## config.mk

```make
export PLATFORM = sky130hd
export DESIGN_NAME = pmc_power_mode_ctrl
export DESIGN_NICKNAME = d
export VERILOG_FILES = /design/src/pmc_power_mode_ctrl.v
export VERILOG_INCLUDE_DIRS = /design/src
export SDC_FILE = /design/constraint.sdc
export NUM_CORES = 1
export LEC_CHECK = 0
export ABC_CLOCK_PERIOD_IN_PS = 2600
export BUFFER_PORTS_ARGS = -buffer_cell sky130_fd_sc_hd__buf_4
export CORE_UTILIZATION = 30
export CTS_CLUSTER_DIAMETER = 40
export DETAILED_ROUTE_END_ITERATION = 16
export PLACE_DENSITY = 0.49
export SYNTH_ARGS = -nofsm -noshare
export SYNTH_HDL_FRONTEND = slang
export SYNTH_SLANG_ARGS = --single-unit
```

## constraint.sdc

```tcl
create_clock -name clk -period 2.6 [get_ports clk]
set_input_delay 0.26 -clock clk [delete_from_list [all_inputs] [get_ports clk]]
set_output_delay 0.26 -clock clk [all_outputs]
set_load 0.02 [all_outputs]
```

## src/pmc_defines.vh

```
// constants for the power mode controller
`ifndef PMC_DEFINES_VH
`define PMC_DEFINES_VH

// ----------------------------------------------------------------------
// mode encodings (software request code and reported mode)
// ----------------------------------------------------------------------
`define PMC_MODE_W          2
`define PMC_MODE_ACTIVE     2'h0
`define PMC_MODE_ALT        2'h1
`define PMC_MODE_SLEEP      2'h2
`define PMC_MODE_HIBERNATE  2'h3

// ----------------------------------------------------------------------
// subsystem templates
// ----------------------------------------------------------------------
`define PMC_SUBSYS_W        8
`define PMC_SUBSYS_OFF      8'h00
// subsystems that stay powered in sleep (none by default)
`define PMC_SLEEP_KEEP      8'h00

// ----------------------------------------------------------------------
// wake timer
// ----------------------------------------------------------------------
// interval select: 0..7 gives 2^(sel) ms ... 128 ms at sel 7
`define PMC_IVL_W           3
`define PMC_IVL_MAX         3'h7
// low-speed oscillator tick assumed at 1 kHz (one tick per ms)
`define PMC_TICK_W          8
`define PMC_TICK_ONE        8'h01
`define PMC_TICK_ZERO       8'h00
// time between the timer firing and cpu release, in us
`define PMC_WAKE_US         125
`define PMC_CLK_MHZ         100
`define PMC_WAKE_CYC        (`PMC_WAKE_US * `PMC_CLK_MHZ)
`define PMC_WAIT_W          14
`define PMC_WAIT_ZERO       14'h0000

`endif

```

## src/pmc_power_mode_ctrl.v

```verilog
// power mode controller: active, alternate active, sleep, hibernate
// ----------------------------------------------------------------------
// Summary of operation
// RULE1 - four modes: active, alternate active, sleep, hibernate, in that order
// RULE2 - in active each subsystem follows its bit in the active template
// RULE3 - alternate active applies its own template; cpu may be stopped
// RULE4 - entering sleep forces most subsystems off regardless of templates
// RULE5 - in sleep the wake timer on the slow oscillator ends the sleep
// RULE6 - wake interval is programmable, longest 128 ms
// RULE7 - hibernate stops all clocks, keeps register and ram contents
// RULE8 - only reset leaves hibernate; no interrupt or timer does
// RULE9 - active entered on wakeup, after reset, or on firmware request
// RULE10 - firmware requests low power only with io rails good, irqs on
// RULE11 - after timer wake the active template is applied before cpu runs
// RULE12 - sleep or hibernate accepted only from the two active modes
// ----------------------------------------------------------------------
`include "pmc_defines.vh"

module pmc_power_mode_ctrl #(
  parameter WAKE_CYC = `PMC_WAKE_CYC
) (
  input  wire                     clk,
  input  wire                     rst_b,
  input  wire                     mode_req,
  input  wire [`PMC_MODE_W-1:0]   mode_sel,
  input  wire [`PMC_SUBSYS_W-1:0] active_template,
  input  wire [`PMC_SUBSYS_W-1:0] alt_template,
  input  wire                     alt_cpu_on,
  input  wire [`PMC_IVL_W-1:0]    wake_interval,
  input  wire                     wake_timer_en,
  input  wire                     low_speed_internal_osc,
  input  wire                     any_irq,
  output reg  [`PMC_MODE_W-1:0]   mode,
  output reg  [`PMC_SUBSYS_W-1:0] subsys_en,
  output reg                      cpu_run,
  output reg                      main_clk_en,
  output reg                      slow_osc_en,
  output reg                      retain,
  output reg                      wake_irq
);

  // --------------------------------------------------------------------
  // one-hot states
  // --------------------------------------------------------------------
  localparam [4:0] ST_ACT   = 5'h01;
  localparam [4:0] ST_ALT   = 5'h02;
  localparam [4:0] ST_SLEEP = 5'h04;
  localparam [4:0] ST_WAKE  = 5'h08;
  localparam [4:0] ST_HIB   = 5'h10; // RULE1

  function [`PMC_TICK_W-1:0] ivl_ticks;
    input [`PMC_IVL_W-1:0] sel;
    begin
      ivl_ticks = `PMC_TICK_ONE << sel; // RULE6
    end
  endfunction

  reg  [4:0]               state_reg;
  reg  [4:0]               state_next;
  reg  [`PMC_TICK_W-1:0]   tick_cnt_reg;
  reg  [`PMC_WAIT_W-1:0]   wait_cnt_reg;
  reg                      osc_s1_reg;
  reg                      osc_s2_reg;
  reg                      osc_s3_reg;
  reg                      irq_s1_reg;
  reg                      irq_s2_reg;
  wire                     osc_tick;
  wire                     timer_fire;
  wire                     low_req;

  // --------------------------------------------------------------------
  // input synchronisers
  // --------------------------------------------------------------------
  always @(posedge clk or negedge rst_b) begin
    if (!rst_b) begin
      osc_s1_reg <= 1'b0;
      osc_s2_reg <= 1'b0;
      osc_s3_reg <= 1'b0;
      irq_s1_reg <= 1'b0;
      irq_s2_reg <= 1'b0;
    end else begin
      osc_s1_reg <= low_speed_internal_osc;
      osc_s2_reg <= osc_s1_reg;
      osc_s3_reg <= osc_s2_reg;
      irq_s1_reg <= any_irq;
      irq_s2_reg <= irq_s1_reg;
    end
  end

  // rising edge of the slow oscillator, one tick per period
  assign osc_tick   = osc_s2_reg & ~osc_s3_reg;
  // a stopped timer never fires, whatever count it was frozen at
  assign timer_fire = osc_tick & wake_timer_en &
                      (tick_cnt_reg == `PMC_TICK_ONE);
  // sleep/hibernate are only honoured from the running modes
  assign low_req = mode_req & (state_reg[0] | state_reg[1]) &
                   ((mode_sel == `PMC_MODE_SLEEP) |
                    (mode_sel == `PMC_MODE_HIBERNATE)); // RULE12

  // --------------------------------------------------------------------
  // mode state machine
  // --------------------------------------------------------------------
  always @* begin
    state_next = state_reg;
    case (state_reg)
      ST_ACT, ST_ALT: begin
        if (low_req && mode_sel == `PMC_MODE_SLEEP) begin
          state_next = ST_SLEEP; // RULE4
        end else if (low_req) begin
          state_next = ST_HIB; // RULE7
        end else if (mode_req && mode_sel == `PMC_MODE_ALT) begin
          state_next = ST_ALT; // RULE3
        end else if (mode_req && mode_sel == `PMC_MODE_ACTIVE) begin
          state_next = ST_ACT; // RULE9
        end
      end
      ST_SLEEP: begin
        if (timer_fire) begin
          state_next = ST_WAKE; // RULE5
        end
      end
      ST_WAKE: begin
        if (wait_cnt_reg == `PMC_WAIT_ZERO) begin
          state_next = ST_ACT; // RULE9
        end
      end
      // only the reset leaves this state; nothing else is looked at
      ST_HIB: state_next = ST_HIB; // RULE8
      default: state_next = ST_ACT;
    endcase
  end

  always @(posedge clk or negedge rst_b) begin
    if (!rst_b) begin
      state_reg <= ST_ACT; // RULE9
    end else begin
      state_reg <= state_next;
    end
  end

  // --------------------------------------------------------------------
  // wake timer and wake delay
  // --------------------------------------------------------------------
  always @(posedge clk or negedge rst_b) begin
    if (!rst_b) begin
      tick_cnt_reg <= `PMC_TICK_ZERO;
      wait_cnt_reg <= `PMC_WAIT_ZERO;
    end else begin
      if (state_next == ST_SLEEP && state_reg != ST_SLEEP) begin
        tick_cnt_reg <= ivl_ticks(wake_interval); // RULE6
      end else if (state_reg == ST_SLEEP && osc_tick && wake_timer_en) begin
        if (tick_cnt_reg == `PMC_TICK_ONE) begin
          tick_cnt_reg <= ivl_ticks(wake_interval); // RULE5
        end else begin
          tick_cnt_reg <= tick_cnt_reg - `PMC_TICK_ONE;
        end
      end
      if (state_next == ST_WAKE && state_reg != ST_WAKE) begin
        wait_cnt_reg <= WAKE_CYC[`PMC_WAIT_W-1:0] - 14'h0001;
      end else if (wait_cnt_reg != `PMC_WAIT_ZERO) begin
        wait_cnt_reg <= wait_cnt_reg - 14'h0001;
      end
    end
  end

  // --------------------------------------------------------------------
  // registered outputs, computed from the next state
  // --------------------------------------------------------------------
  always @(posedge clk or negedge rst_b) begin
    if (!rst_b) begin
      mode        <= `PMC_MODE_ACTIVE;
      subsys_en   <= `PMC_SUBSYS_OFF;
      cpu_run     <= 1'b1;
      main_clk_en <= 1'b1;
      slow_osc_en <= 1'b1;
      retain      <= 1'b0;
      wake_irq    <= 1'b0;
    end else begin
      wake_irq    <= 1'b0;
      slow_osc_en <= ~state_next[4];
      retain      <= state_next[4]; // RULE7
      case (state_next)
        ST_ACT: begin
          mode        <= `PMC_MODE_ACTIVE;
          subsys_en   <= active_template; // RULE2
          cpu_run     <= 1'b1;
          main_clk_en <= 1'b1;
        end
        ST_ALT: begin
          mode        <= `PMC_MODE_ALT;
          subsys_en   <= alt_template; // RULE3
          cpu_run     <= alt_cpu_on; // RULE3
          main_clk_en <= 1'b1;
        end
        ST_SLEEP: begin
          mode        <= `PMC_MODE_SLEEP;
          subsys_en   <= `PMC_SLEEP_KEEP; // RULE4
          cpu_run     <= 1'b0;
          main_clk_en <= 1'b0; // RULE5
        end
        ST_WAKE: begin
          // template restored while the cpu is still held
          mode        <= `PMC_MODE_ACTIVE;
          subsys_en   <= active_template; // RULE11
          cpu_run     <= 1'b0; // RULE11
          main_clk_en <= 1'b1;
          wake_irq    <= (state_reg == ST_SLEEP); // RULE5
        end
        ST_HIB: begin
          mode        <= `PMC_MODE_HIBERNATE;
          subsys_en   <= `PMC_SUBSYS_OFF; // RULE4
          cpu_run     <= 1'b0;
          main_clk_en <= 1'b0; // RULE7
        end
        default: begin
          mode        <= `PMC_MODE_ACTIVE;
          subsys_en   <= `PMC_SUBSYS_OFF;
          cpu_run     <= 1'b1;
          main_clk_en <= 1'b1;
        end
      endcase
    end
  end

  // any_irq is synchronised for future use by alternate active wakeups;
  // hibernate deliberately ignores it
  wire unused_irq = irq_s2_reg;

endmodule // pmc_power_mode_ctrl

```

==> flow_metrics.tcl <==
set metrics [dict create \
    cp-end-kind "register" \
    yosysWarnings 0 \
    cts-root-buf "clkbuf_8" \
    grt_pass1_vias 1622 \
    grt_max_degree 45 \
    rows 31 \
    overflow 0 \
    worstPathArrival_ns 2.33 \
    synth_cell_type_count 53 \
    ys_seq_area_share_pct 49.80 \
    post_cts_buffers 0 \
    drc_errors 0 \
    cts_resized 0 \
    placedCellCount 356 \
    synth_top_area_cell "dfrtp_1" \
    setup_tns_ns 0 \
    slowest_delay_ns 0.48 \
    place_area_um2 2626 \
    path_delay_family "simple AND/OR/NAND/NOR gates" \
    die_w_um 88.04 \
    initial_core_util_pct 30.78 \
    hold_viol_final 0 \
    clock-sinks 44 \
    ys_ff_latch 44 \
    grt_first_pass_wirelength_um 7686 \
    syn-num-nets 251 \
    path_clk_slew_ns 0.08 \
    initialDrtViolationCount 77 \
    worstPathCellList "inv_1, ha_1, nor4b_2, and2_1, a21oi_4, or4b_1, nand3_1" \
    netlist_top_cells_count "dfrtp_1 (40), nand2_1 (30), nor2_1 (19), nand3_1 (9)" \
    clkLatencyLatePin_ns 0.29 \
    die_y_um 88.04 \
    synth_flop_cell "dfrtp_1" \
    finalCritPeriodShare_pct 80.60 \
    path_max_fanout 8 \
    netlist_area_um2 2221 \
    cts_tree "built" \
    dieArea_um2 7751 \
    avgSynthCellArea_um2 10.09 \
    max-slew-margin-rel_pct 62.61 \
    syn_inst 220 \
    max_cap_viol_count 0 \
    design.core.area_um2 7214 \
    drive_above_1_share_pct 24.81 \
    grt.total_usage_pct 12.71 \
    crit_buf_inv 1 \
    synthMostInstantiatedCell "dfrtp_1" \
    power_density_nw_per_um2 896.9 \
    largest_reg_flops 14 \
    clock_skew_ns 0.001338 \
    dr.pass1.iters 4 \
    routed_wl_um 4497 \
    netlist.area_leader.share_pct 45.07 \
    clock.fmax_mhz 477.2 \
    hold_path.class "in -> reg" \
    gp_congestion 0.7878 \
    routedWlPerCell_um 12.32 \
    ir_drop_mv 0.3564 \
    grt_antenna_before_repair 0 \
    fin_cells 365 \
    area_growth_pct 22.87 \
    post-route-min-period_ns 2.096 \
    p_leak_uw 0.001197 \
    synth_edf_count 0 \
    synth-async-reset-ratio_pct 100.0 \
    hold_depth 1 \
    nets 296 \
    cp.required_ns 2.83 \
    slew_viol_final 0 \
    dp_hpwl_um 3236 \
    vias_per_cell 4.784 \
    critPathKind "reg -> reg" \
    synthTopCellsByArea "dfrtp_1 (45%), nand2_1 (5.1%), dfstp_2 (4.7%)" \
    startpoint_type "register" \
    htreeDepth 2 \
    cp.depth 7 \
    cts_buffers 5 \
    worst_pin_slew_ns 0.5608 \
    fill_cells 754 \
    ff2ff_path_depth 7 \
    rsz0062_at_grt "no" \
    place.port_buffers 41 \
    num_vias 1746 \
    stdcell_area_um2 2729 \
    setup_viol_count_final 0 \
    antenna_cells 0 \
    ios 43 \
    cp_slowest_cell "or4b_1" \
    clk_path_buf_depth 2 \
    ant_nets 0 \
    outcome "complete, no violations" \
]
-- final timing paths --
path | startpoint | to | slack (ns)
worst max-delay path | tick_cnt_reg[1] | tick_cnt_reg[4] | 0.50
worst min-delay path | low_speed_internal_osc | osc_s1_reg | 0.07
worst max register to register | tick_cnt_reg[1] | tick_cnt_reg[4] | 0.50
worst min register to register | osc_s1_reg | osc_s2_reg | 0.35
max in group asynchronous | rst_b | main_clk_en | 1.71
min in group asynchronous | rst_b | osc_s1_reg | 0.50
-- per-layer routing --
layer  global-route usage (%)  share of wire [%]
met1                    17.10                 47
met2                    20.16                 49
met3                    3.205                3.9
met4                    3.959               0.58
met5                        0                  0
-- repair_timing --
action / 4_1_cts / 5_1_grt
setup endpoints to repair: 0 / 0
hold buffers: 1 / 0
endpoints found under the hold margin: 40 / 0
-- cells in the final DEF (no fill, tap or decap), types with 2 or more instances in the layout --
| cell type | n |
|---|---|
| a21o_1 | 2 |
| a21oi_1 | 6 |
| a22o_1 | 8 |
| a31o_2 | 2 |
| a31oi_1 | 4 |
| and2_1 | 2 |
| and3_1 | 3 |
| buf_4 | 43 |
| clkbuf_8 | 6 |
| clkinv_2 | 2 |
| dfrtp_1 | 40 |
| dfstp_2 | 4 |
| ha_1 | 3 |
| inv_1 | 8 |
| mux2_2 | 2 |
| mux2i_1 | 2 |
| nand2_1 | 30 |
| nand2b_1 | 3 |
| nand3_1 | 9 |
| nand3b_1 | 2 |
| nand4_1 | 4 |
| nand4b_1 | 2 |
| nor2_1 | 19 |
| nor2b_1 | 3 |
| nor3_1 | 7 |
| nor3_2 | 2 |
| nor4_1 | 2 |
| nor4b_1 | 2 |
| o21ai_0 | 7 |
| o32ai_1 | 2 |
| or3_1 | 4 |
| or4b_1 | 2 |
| xnor2_1 | 3 |
| xor2_1 | 7 |
-- final cells by class --
type                    instances  area (um2)  share of cell area, %
flip-flops and latches         44        1106                  40.53
multi-input cells             162        1044                  38.24
repair buffers                 44       332.8                  12.20
well taps                      99       123.9                  4.539
clock buffers                   6       82.58                  3.026
inverters                       8       30.03                  1.100
clock inverters                 2       10.01                 0.3668
-- metrics by stage --
| stage | hold slack, ns | setup slack [ns] | total power (uW) | util (%) |
|---|---|---|---|---|
| global route | 0.05102 | 0.2567 | 2639 | 37.83 |
| global placement | 0.3025 | 0.5293 | 2025 | 36.40 |
| finish | 0.07299 | 0.5044 | 2448 | 37.83 |
| CTS | 0.05980 | 0.4595 | 2490 | 37.83 |
| detailed placement | 0.2995 | 0.4965 | 2027 | 36.40 |
| floorplan | -0.03559 | 0.7714 | 1708 | - |
-- cell families after synthesis --
family	Yosys count	share of synthesized area, %
xor gates and xnor gates	10	3.944
AOI/OAI and AO/OA	40	13.18
DFF	44	49.80
muxes	4	1.915
buffers and inverters	14	3.211
and+or+nand+nor	105	26.25
adders and majority gates	3	1.690
-- report_power, final --
group / leakage [uW] / switching, uW / total [uW] / internal, uW
registers: 0.000518 / 192 / 1100 / 909
logic: 0.000628 / 487 / 905 / 418
clock network: 0.0000510 / 229 / 442 / 212
total: 0.00120 / 908 / 2450 / 1540
(Power assumes the default switching activity.)
